File: src/rsp_defines.svh
/*
 * constants of the reset-strap pin configuration block: register offsets,
 * field positions, reset values and pin positions.
 * assumes inclusion by bare name from the package and the design modules.
 */
`ifndef RSP_DEFINES_SVH
`define RSP_DEFINES_SVH

`define RSP_ADDR_W 8
`define RSP_DATA_W 32

`define RSP_OFF_CTRL 8'h00
`define RSP_OFF_FLAG_DIR 8'h04
`define RSP_OFF_FLAG_OUT 8'h08
`define RSP_OFF_FLAG_IN 8'h0c
`define RSP_OFF_STATUS 8'h10
`define RSP_OFF_INT_STAT 8'h14
`define RSP_OFF_INT_MASK 8'h18

`define RSP_CTRL_W 4
`define RSP_CTRL_ALT_BIT 0
`define RSP_CTRL_CONFIGURABLE_IRQ_PIN_EDGE_BIT 1
`define RSP_CTRL_SIRQ0_EDGE_BIT 2
`define RSP_CTRL_SIRQ1_EDGE_BIT 3
`define RSP_CTRL_RST 4'h0

`define RSP_FLAG_DIR_RST 8'h00
`define RSP_FLAG_OUT_RST 9'h000
`define RSP_FO_BIT 8
`define RSP_FI_BIT 8

`define RSP_STAT_HOST_BIT 0
`define RSP_STAT_GRANT_BIT 1
`define RSP_STAT_HUNG_BIT 2

`define RSP_INT_N 6
`define RSP_INT_MASK_RST 6'h00
`define RSP_INT_STAT_RST 6'h00

`define RSP_STRAP_PIN 2
`define RSP_PIN_EDGE_IRQ_PIN 4
`define RSP_PIN_LEVEL_IRQ_ZERO 5
`define RSP_PIN_LEVEL_IRQ_ONE 6
`define RSP_PIN_CONFIGURABLE_IRQ_PIN 7

`define RSP_SP_IRQ0 0
`define RSP_SP_IRQ1 1
`define RSP_SP_FI 2
`define RSP_SP_FO 3
`define RSP_SP_ALT_OE 5'h08

`endif

File: src/rsp_pkg.sv
/*
 * types of the reset-strap pin configuration block.
 * assumes rsp_defines.svh is on the include path.
 */
`include "rsp_defines.svh"

package rsp_pkg;
   typedef enum logic {
      MODE_FULL = 1'b0,
      MODE_HOST = 1'b1
   } rsp_mode_e;

   typedef enum logic [1:0] {
      BUS_OWN = 2'b00,
      BUS_GRANT = 2'b01,
      BUS_HUNG = 2'b11
   } rsp_bus_e;

   typedef logic [`RSP_INT_N-1:0] rsp_int_t;
endpackage

File: src/rsp_irq_if.sv
/*
 * interface between the main block and its interrupt detector.
 * assumes one clock domain; pin levels are active low.
 */
`timescale 1ns/1ps

interface rsp_irq_if #(parameter int N = 6);
   logic [N-1:0] level_n;
   logic [N-1:0] edge_mode;
   logic [N-1:0] evt;

   modport det (
      input level_n,
      input edge_mode,
      output evt
   );

   modport core (
      output level_n,
      output edge_mode,
      input evt
   );
endinterface

File: src/rsp_irq_detect.sv
/*
 * interrupt detector: per input, level or falling-edge event.
 * assumes inputs synchronous to clk, active low.
 */
`timescale 1ns/1ps

module rsp_irq_detect #(
   parameter int N = 6
) (
   input wire logic clk,
   input wire logic sys_rst,
   rsp_irq_if.det irq
);
   logic [N-1:0] prev_r;
   logic [N-1:0] fall;
   logic [N-1:0] low;

   // previous level, idle high
   always_ff @(posedge clk or posedge sys_rst) begin
      if (sys_rst) begin
         prev_r <= '1;
      end else begin
         prev_r <= irq.level_n;
      end
   end

   assign fall = prev_r & ~irq.level_n;
   assign low = ~irq.level_n;
   assign irq.evt = (irq.edge_mode & fall) | (~irq.edge_mode & low);
endmodule

File: src/rsp_pin_config.sv
/*
 * reset-strap pin configuration: strap capture, memory-bus muxing for the
 * two memory modes, host port pins, shared interrupt/flag pins, second
 * serial port alternate use, bus request/grant, registers and interrupt.
 * assumes all pin inputs synchronous to clk; two-way pins resolved outside.
 */
// The address map and the plain strobed port were left to the implementer.
`timescale 1ns/1ps
`include "rsp_defines.svh"

module rsp_pin_config #(
   parameter int INT_N = `RSP_INT_N
) (
   input wire logic clk,
   input wire logic sys_rst,
   // register port
   input wire logic [`RSP_ADDR_W-1:0] reg_addr,
   input wire logic [`RSP_DATA_W-1:0] reg_wdata,
   input wire logic reg_wr,
   input wire logic reg_rd,
   output logic [`RSP_DATA_W-1:0] reg_rdata,
   output logic irq_out,
   // flag pins, 7..4 shared with interrupts, pin 2 the strap
   input wire logic [7:0] flag_pin_in,
   output logic [7:0] flag_pin_out,
   output logic [7:0] flag_pin_oe,
   // core memory access
   input wire logic core_mem_req,
   input wire logic core_mem_we,
   input wire logic core_byte_acc,
   input wire logic [13:0] core_addr,
   input wire logic [7:0] core_byte_page,
   input wire logic [23:0] core_wdata,
   output logic [23:0] core_rdata,
   // external memory bus
   output logic [13:0] ext_address_bus,
   input wire logic [23:0] ext_data_bus_in,
   output logic [23:0] ext_data_bus_out,
   output logic [23:0] ext_data_bus_oe,
   // host port
   input wire logic host_port_select_n,
   input wire logic host_read_strobe_n,
   input wire logic host_write_strobe_n,
   input wire logic host_addr_latch,
   input wire logic [15:0] host_addr_data_bus_in,
   output logic [15:0] host_addr_data_bus_out,
   output logic [15:0] host_addr_data_bus_oe,
   output logic host_port_ack_n,
   input wire logic [15:0] host_dma_rdata,
   output logic [15:0] host_dma_addr,
   output logic [15:0] host_dma_wdata,
   output logic host_dma_wr,
   // second serial port pins and core side
   input wire logic [4:0] second_serial_port_in,
   output logic [4:0] second_serial_port_out,
   output logic [4:0] second_serial_port_oe,
   input wire logic [4:0] sp_core_out,
   input wire logic [4:0] sp_core_oe,
   output logic [4:0] sp_core_in,
   // bus request / grant
   input wire logic bus_request_in_n,
   output logic bus_grant_out_n,
   output logic grant_hung_out_n
);
   // registers
   logic run_r;
   logic strap_r;
   logic [`RSP_CTRL_W-1:0] ctrl_r;
   logic [7:0] flag_dir_r;
   logic [8:0] flag_out_r;
   rsp_pkg::rsp_int_t int_stat_r;
   rsp_pkg::rsp_int_t int_mask_r;
   rsp_pkg::rsp_bus_e bus_r;
   rsp_pkg::rsp_bus_e bus_nxt;
   logic host_wr_prev_r;

   // decode
   wire wr_ctrl = reg_hit(reg_wr, reg_addr, `RSP_OFF_CTRL);
   wire wr_dir = reg_hit(reg_wr, reg_addr, `RSP_OFF_FLAG_DIR);
   wire wr_fout = reg_hit(reg_wr, reg_addr, `RSP_OFF_FLAG_OUT);
   wire wr_istat = reg_hit(reg_wr, reg_addr, `RSP_OFF_INT_STAT);
   wire wr_interrupt_mask_reg = reg_hit(reg_wr, reg_addr, `RSP_OFF_INT_MASK);

   function automatic logic reg_hit(input logic stb, input logic [`RSP_ADDR_W-1:0] a,
                                    input logic [`RSP_ADDR_W-1:0] off);
      reg_hit = stb && (a == off);
   endfunction

   // mode from captured strap
   rsp_pkg::rsp_mode_e mode;
   assign mode = rsp_pkg::rsp_mode_e'(strap_r);
   wire host_mode = run_r && (mode == rsp_pkg::MODE_HOST);
   wire alt_en = ctrl_r[`RSP_CTRL_ALT_BIT];
   wire granted = (bus_r != rsp_pkg::BUS_OWN);

   // run flag: low in reset, high from the first edge after release
   always_ff @(posedge clk or posedge sys_rst) begin
      if (sys_rst) begin
         run_r <= 1'b0;
      end else begin
         run_r <= 1'b1;
      end
   end

   // strap follows the pin in reset and at the release edge, then frozen
   always_ff @(posedge clk) begin
      if (!run_r) begin
         strap_r <= flag_pin_in[`RSP_STRAP_PIN];
      end
   end

   // control registers
   always_ff @(posedge clk or posedge sys_rst) begin
      if (sys_rst) begin
         ctrl_r <= `RSP_CTRL_RST;
         flag_dir_r <= `RSP_FLAG_DIR_RST;
         flag_out_r <= `RSP_FLAG_OUT_RST;
         int_mask_r <= `RSP_INT_MASK_RST;
      end else begin
         if (wr_ctrl) begin
            ctrl_r <= reg_wdata[`RSP_CTRL_W-1:0];
         end
         if (wr_dir) begin
            flag_dir_r <= reg_wdata[7:0];
         end
         if (wr_fout) begin
            flag_out_r <= reg_wdata[8:0];
         end
         if (wr_interrupt_mask_reg) begin
            int_mask_r <= reg_wdata[INT_N-1:0];
         end
      end
   end

   // flag pins: inputs in reset, programmable afterwards
   always_ff @(posedge clk or posedge sys_rst) begin
      if (sys_rst) begin
         flag_pin_oe <= 8'h00;
         flag_pin_out <= 8'h00;
      end else begin
         flag_pin_oe <= run_r ? flag_dir_r : 8'h00;
         flag_pin_out <= flag_out_r[7:0];
      end
   end

   // level seen by the interrupt logic, own drive included
   wire [7:0] flag_lvl = (flag_pin_oe & flag_pin_out) | (~flag_pin_oe & flag_pin_in);

   // second serial port pin muxing
   wire [4:0] sp_alt_out = 5'(flag_out_r[`RSP_FO_BIT]) << `RSP_SP_FO;

   always_ff @(posedge clk or posedge sys_rst) begin
      if (sys_rst) begin
         second_serial_port_out <= 5'h00;
         second_serial_port_oe <= 5'h00;
         sp_core_in <= 5'h00;
      end else begin
         second_serial_port_out <= alt_en ? sp_alt_out : sp_core_out;
         second_serial_port_oe <= alt_en ? `RSP_SP_ALT_OE : sp_core_oe;
         sp_core_in <= second_serial_port_in;
      end
   end

   // interrupt detection
   rsp_irq_if #(.N(INT_N)) irq_bus ();

   wire sirq0_n = alt_en ? second_serial_port_in[`RSP_SP_IRQ0] : 1'b1;
   wire sirq1_n = alt_en ? second_serial_port_in[`RSP_SP_IRQ1] : 1'b1;

   assign irq_bus.level_n = {sirq1_n, sirq0_n, flag_lvl[`RSP_PIN_EDGE_IRQ_PIN],
                             flag_lvl[`RSP_PIN_LEVEL_IRQ_ONE], flag_lvl[`RSP_PIN_LEVEL_IRQ_ZERO],
                             flag_lvl[`RSP_PIN_CONFIGURABLE_IRQ_PIN]};
   assign irq_bus.edge_mode = {ctrl_r[`RSP_CTRL_SIRQ1_EDGE_BIT],
                               ctrl_r[`RSP_CTRL_SIRQ0_EDGE_BIT], 1'b1, 1'b0, 1'b0,
                               ctrl_r[`RSP_CTRL_CONFIGURABLE_IRQ_PIN_EDGE_BIT]};

   rsp_irq_detect #(.N(INT_N)) u_irq_detect (
      .clk(clk),
      .sys_rst(sys_rst),
      .irq(irq_bus)
   );

   // sticky status, set wins over clear
   wire [INT_N-1:0] istat_clr = wr_istat ? reg_wdata[INT_N-1:0] : '0;
   wire [INT_N-1:0] istat_nxt = (int_stat_r & ~istat_clr) | (irq_bus.evt & {INT_N{run_r}});

   always_ff @(posedge clk or posedge sys_rst) begin
      if (sys_rst) begin
         int_stat_r <= `RSP_INT_STAT_RST;
         irq_out <= 1'b0;
      end else begin
         int_stat_r <= istat_nxt;
         irq_out <= |(int_stat_r & int_mask_r);
      end
   end

   // bus request / grant
   always_comb begin
      bus_nxt = bus_r;
      case (bus_r)
         rsp_pkg::BUS_OWN: begin
            if (!bus_request_in_n && !core_mem_req) begin
               bus_nxt = rsp_pkg::BUS_GRANT;
            end
         end
         rsp_pkg::BUS_GRANT: begin
            if (bus_request_in_n) begin
               bus_nxt = rsp_pkg::BUS_OWN;
            end else if (core_mem_req) begin
               bus_nxt = rsp_pkg::BUS_HUNG;
            end
         end
         rsp_pkg::BUS_HUNG: begin
            if (bus_request_in_n) begin
               bus_nxt = rsp_pkg::BUS_OWN;
            end else if (!core_mem_req) begin
               bus_nxt = rsp_pkg::BUS_GRANT;
            end
         end
         default: begin
            bus_nxt = rsp_pkg::BUS_OWN;
         end
      endcase
   end

   always_ff @(posedge clk or posedge sys_rst) begin
      if (sys_rst) begin
         bus_r <= rsp_pkg::BUS_OWN;
         bus_grant_out_n <= 1'b1;
         grant_hung_out_n <= 1'b1;
      end else begin
         bus_r <= bus_nxt;
         bus_grant_out_n <= (bus_nxt == rsp_pkg::BUS_OWN);
         grant_hung_out_n <= (bus_nxt != rsp_pkg::BUS_HUNG);
      end
   end

   // external memory bus muxing
   wire drive_ok = core_mem_req && !granted && run_r;
   wire [13:0] full_addr = core_addr;
   wire [23:0] full_dout = core_byte_acc ? {core_byte_page, core_wdata[15:0]} : core_wdata;
   wire [23:0] full_oe = core_mem_we ? 24'hffffff : (core_byte_acc ? 24'hff0000 : 24'h000000);
   wire [13:0] host_addr = {13'h0000, core_addr[0]};
   wire [23:0] host_dout = {core_wdata[23:8], 8'h00};
   wire [23:0] host_oe = core_mem_we ? 24'hffff00 : 24'h000000;

   always_ff @(posedge clk or posedge sys_rst) begin
      if (sys_rst) begin
         ext_address_bus <= 14'h0000;
         ext_data_bus_out <= 24'h000000;
         ext_data_bus_oe <= 24'h000000;
         core_rdata <= 24'h000000;
      end else begin
         ext_address_bus <= !drive_ok ? 14'h0000 : (host_mode ? host_addr : full_addr);
         ext_data_bus_out <= host_mode ? host_dout : full_dout;
         ext_data_bus_oe <= !drive_ok ? 24'h000000 : (host_mode ? host_oe : full_oe);
         core_rdata <= host_mode ? {ext_data_bus_in[23:8], 8'h00} : ext_data_bus_in;
      end
   end

   // host port, active only in host mode
   wire host_sel = host_mode && !host_port_select_n;
   wire host_rd = host_sel && !host_read_strobe_n;
   wire host_wr = host_sel && !host_write_strobe_n;

   always_ff @(posedge clk or posedge sys_rst) begin
      if (sys_rst) begin
         host_dma_addr <= 16'h0000;
         host_dma_wdata <= 16'h0000;
         host_dma_wr <= 1'b0;
         host_wr_prev_r <= 1'b0;
         host_port_ack_n <= 1'b1;
         host_addr_data_bus_out <= 16'h0000;
         host_addr_data_bus_oe <= 16'h0000;
      end else begin
         if (host_sel && host_addr_latch) begin
            host_dma_addr <= host_addr_data_bus_in;
         end
         if (host_wr) begin
            host_dma_wdata <= host_addr_data_bus_in;
         end
         host_wr_prev_r <= host_wr;
         host_dma_wr <= host_wr_prev_r && !host_wr;
         host_port_ack_n <= !(host_rd || host_wr);
         host_addr_data_bus_out <= host_dma_rdata;
         host_addr_data_bus_oe <= host_rd ? 16'hffff : 16'h0000;
      end
   end

   // register read, data in the cycle after the strobe
   wire [`RSP_DATA_W-1:0] rd_status = {29'h00000000, (bus_r == rsp_pkg::BUS_HUNG),
                                        granted, host_mode};
   wire [`RSP_DATA_W-1:0] rd_flag_in = {23'h000000, second_serial_port_in[`RSP_SP_FI],
                                         flag_pin_in};
   logic [`RSP_DATA_W-1:0] rd_mux;

   always_comb begin
      case (reg_addr)
         `RSP_OFF_CTRL: rd_mux = {28'h0000000, ctrl_r};
         `RSP_OFF_FLAG_DIR: rd_mux = {24'h000000, flag_dir_r};
         `RSP_OFF_FLAG_OUT: rd_mux = {23'h000000, flag_out_r};
         `RSP_OFF_FLAG_IN: rd_mux = rd_flag_in;
         `RSP_OFF_STATUS: rd_mux = rd_status;
         `RSP_OFF_INT_STAT: rd_mux = {26'h0000000, int_stat_r};
         `RSP_OFF_INT_MASK: rd_mux = {26'h0000000, int_mask_r};
         default: rd_mux = 32'h00000000;
      endcase
   end

   always_ff @(posedge clk or posedge sys_rst) begin
      if (sys_rst) begin
         reg_rdata <= 32'h00000000;
      end else begin
         reg_rdata <= reg_rd ? rd_mux : 32'h00000000;
      end
   end
endmodule

File: config.mk
export PLATFORM = sky130hd
export DESIGN_NAME = rsp_pin_config
export DESIGN_NICKNAME = d
export VERILOG_FILES = /design/src/rsp_pkg.sv /design/src/rsp_irq_if.sv /design/src/rsp_irq_detect.sv /design/src/rsp_pin_config.sv
export VERILOG_INCLUDE_DIRS = /design/src
export SDC_FILE = /design/constraint.sdc
export NUM_CORES = 1
export LEC_CHECK = 0
export BUFFER_PORTS_ARGS = -buffer_cell sky130_fd_sc_hd__buf_4
export CAP_MARGIN = 20
export CELL_PAD_IN_SITES_DETAIL_PLACEMENT = 1
export CELL_PAD_IN_SITES_GLOBAL_PLACEMENT = 1
export CORE_AREA = 2 2 152 154
export CTS_CLUSTER_SIZE = 14
export DETAILED_ROUTE_END_ITERATION = 8
export DIE_AREA = 0 0 154 156
export PLACE_DENSITY = 0.77
export SLEW_MARGIN = 20
export SYNTH_ARGS = -nofsm -noshare
export SYNTH_HDL_FRONTEND = slang
export SYNTH_SLANG_ARGS = --single-unit
File: constraint.sdc
create_clock -name clk -period 8.04 [get_ports clk]
set_input_delay 1.206 -clock clk [delete_from_list [all_inputs] [get_ports clk]]
set_output_delay 1.206 -clock clk [all_outputs]
set_load 0.005 [all_outputs]
==> results.ini <==
[setup_path]
crit_path_start=reg_addr[5]
r2r-start=run_r
cp_max_fo=9
r2r-end=host_dma_addr[2]
worstPathArrival_ns=3.17
r2r_setup_slack_ns=5.27
crit_end=flag_out_r[6]
required_ns=8.42
worstSetupStartpointType=input port
end_kind=register
worstSetupPathType=input port to register
rr_worst_depth=4

[logic_synthesis]
synth_area_um2=7450
syn_inst=514
synth_edf_count=1
ys_seq_area_share_pct=67.7
synth-async-reset-ratio_pct=99.5
synth_ff_type=dfrtp_1
synth.avg_cell_area_um2=14.5
yosys_register_bits=201
yosys_warnings=0
ys_types=42

[global_routing]
grt_max_degree=128
antenna_found_initial=0
grt_use_total_pct=18.0
grt_pass1_wl_mm=33.3
grt-ovfl-total=0
first_global_vias=5455

[clock_tree]
cts_hold_buf=0
cts.htree.levels=1
cts_tree=yes
clk_pin_slew_worst_paths_ns=0.06
numCtsBuffers=23
cts.sinks=201
cts_resized=0
clkLatencyLatePin_ns=0.50
clk_path_buf_depth=3
cts_root_buffer=clkbuf_16
post_cts_buffers=0

[cells_and_area]
nets=1013
drive_gt1_share_pct=55.9
mostFrequentLayoutCell=buf_4
layout_common_cells=buf_4, dfrtp_1, mux2_2
register_area_um2=5040
insertedDiodeCount=0
multi_input_area_um2=1950
fillerInstances=2330
area_growth_pct=44.4

[detailed_routing]
ant_nets=0
drt_wl_total_mm=22.3
wl_per_cell_um=19.6
drt_iter0_markers=247
via_per_inst=4.56
vias=5183
drc=0
drt_pre_antenna_iters=4

[min_path]
hold_class=register to register

[job]
cap_violations=0

[sta]
fin_worst_skew_ns=0.00775
relSlewSlack_pct=35.3
drv_slew=0
finalSetupViolations=0
hold_viol=0
fmax_mhz=358
finalCritPeriodShare_pct=34.8
setup_tns_ns=0
post-route-min-period_ns=2.80
tightest_slew_ns=0.971
grt_setup_unrepaired=false

[place]
portBuffers=348
gp_congestion=0.761
hpwl_mm=16.2

[die]
rows=55
die_y_um=156
start_util_pct=33.3
die_x_um=154
floorplan.die_area_um2=24000
core_area_um2=22400
io_pins=395

[pwr]
cellPowerDensity_nw_per_um2=228
total_power_uw=2450
leakage_uw=0.00542
ir_worst_vdd_mv=0.114

[outcome]
outcome=finished clean

==> cell usage after synthesis (all sizes together) (2+ instances only) <==
master / count / area (µm²)
and2: 41 / 257
a22o: 6 / 52.6
inv: 9 / 33.8
nor2: 12 / 45.0
buf: 69 / 500
dfstp: 7 / 184
o22ai: 4 / 25.0
o2bb2ai: 5 / 43.8
o21ai: 4 / 20.0
nand2b: 3 / 18.8
or2: 3 / 18.8
mux2: 72 / 811
clkbuf: 6 / 22.5
conb: 2 / 7.51
a22oi: 9 / 67.6
nand4: 2 / 12.5
nor2b: 13 / 81.3
nor4b: 2 / 17.5
dfrtp: 193 / 4830
a31oi: 2 / 12.5
or4b: 2 / 23.8
nor3: 7 / 62.6
mux2i: 10 / 100
nand2: 13 / 48.8
nand3: 7 / 35.0
==> worst min-delay path by stage <==
stage | cells after the start | endpoint | start
3_5_place_dp | 0 | flag_pin_out[6] | flag_out_r[6]
4_1_cts | 0 | flag_pin_out[6] | flag_out_r[6]
3_3_place_gp | 0 | flag_pin_out[5] | flag_out_r[5]
5_1_grt | 0 | flag_pin_out[6] | flag_out_r[6]
2_1_floorplan | 0 | flag_pin_out[1] | flag_out_r[1]
6_report | 0 | flag_pin_out[6] | flag_out_r[6]
==> cells by family (layout without fill, tap and decap cells) <==
family	after synthesis	count (layout)	synth area share, %
buffers and inverters	84	400	7.47
other	2	24	0.101
AND/OR/NAND/NOR	109	109	8.72
flip-flops	201	201	67.7
AO/OA/AOI/OAI	35	35	3.48
multiplexers	83	83	12.5
==> final cells by class <==
cell class	count	area share, %
inverter	9	0.384
multi-input combinational	251	18.1
clock inverter	8	0.663
sequential	201	46.9
clock buffer	33	6.26
timing repair buffer	350	24.4
tap	285	3.31
==> flip-flops by register name, summed over array words and instances, names as in the netlist, 2 cells and up <==
register                cells
core_rdata                 24
ext_data_bus_out           24
host_addr_data_bus_out     16
host_dma_addr              16
host_dma_wdata             16
ext_address_bus            14
flag_out_r                  9
reg_rdata                   9
flag_dir_r                  8
flag_pin_oe                 8
flag_pin_out                8
int_mask_r                  6
int_stat_r                  6
second_serial_port_oe       5
second_serial_port_out      5
sp_core_in                  5
ctrl_r                      4
u_irq_detect.prev_r         4
ext_data_bus_oe             3
bus_r                       2
==> worst max-delay path, cell delays in order <==
cell and delay (ns):
buf_4 0.11, nor3_1 0.61, nand2_1 0.27, nor3_4 0.57, mux2_2 0.40
==> stage by stage <==
| stage | instance area [µm²] | cells | hold WS, ns | utilization (%) | worst slack [ns] |
|---|---|---|---|---|---|
| floorplan | 7530 | 536 | 0.366 | - | 1.39 |
| global placement | 10000 | 1096 | 0.382 | 44.7 | 4.77 |
| detailed placement | 10000 | 1096 | 0.386 | 44.7 | 4.76 |
| CTS | 10800 | 1137 | 0.393 | 48.1 | 5.14 |
| global route | 10800 | 1137 | 0.400 | 48.1 | 4.94 |
| finish | 10800 | 1137 | 0.392 | 48.1 | 5.24 |
==> per-layer routing <==
layer,up-vias,global-route usage (%),routed length [µm]
met5,-,0,0
met4,0,5.52,590
met3,45,3.81,1410
met2,210,33.1,12100
met1,2625,21.0,8140
li1,2303,-,-
==> where the power goes <==
group          switching (µW)  internal (µW)
Sequential               40.5           1090
Combinational             121            183
Clock                     404            613
Total                     566           1890
No activity file was read; power rests on OpenSTA's default activity.
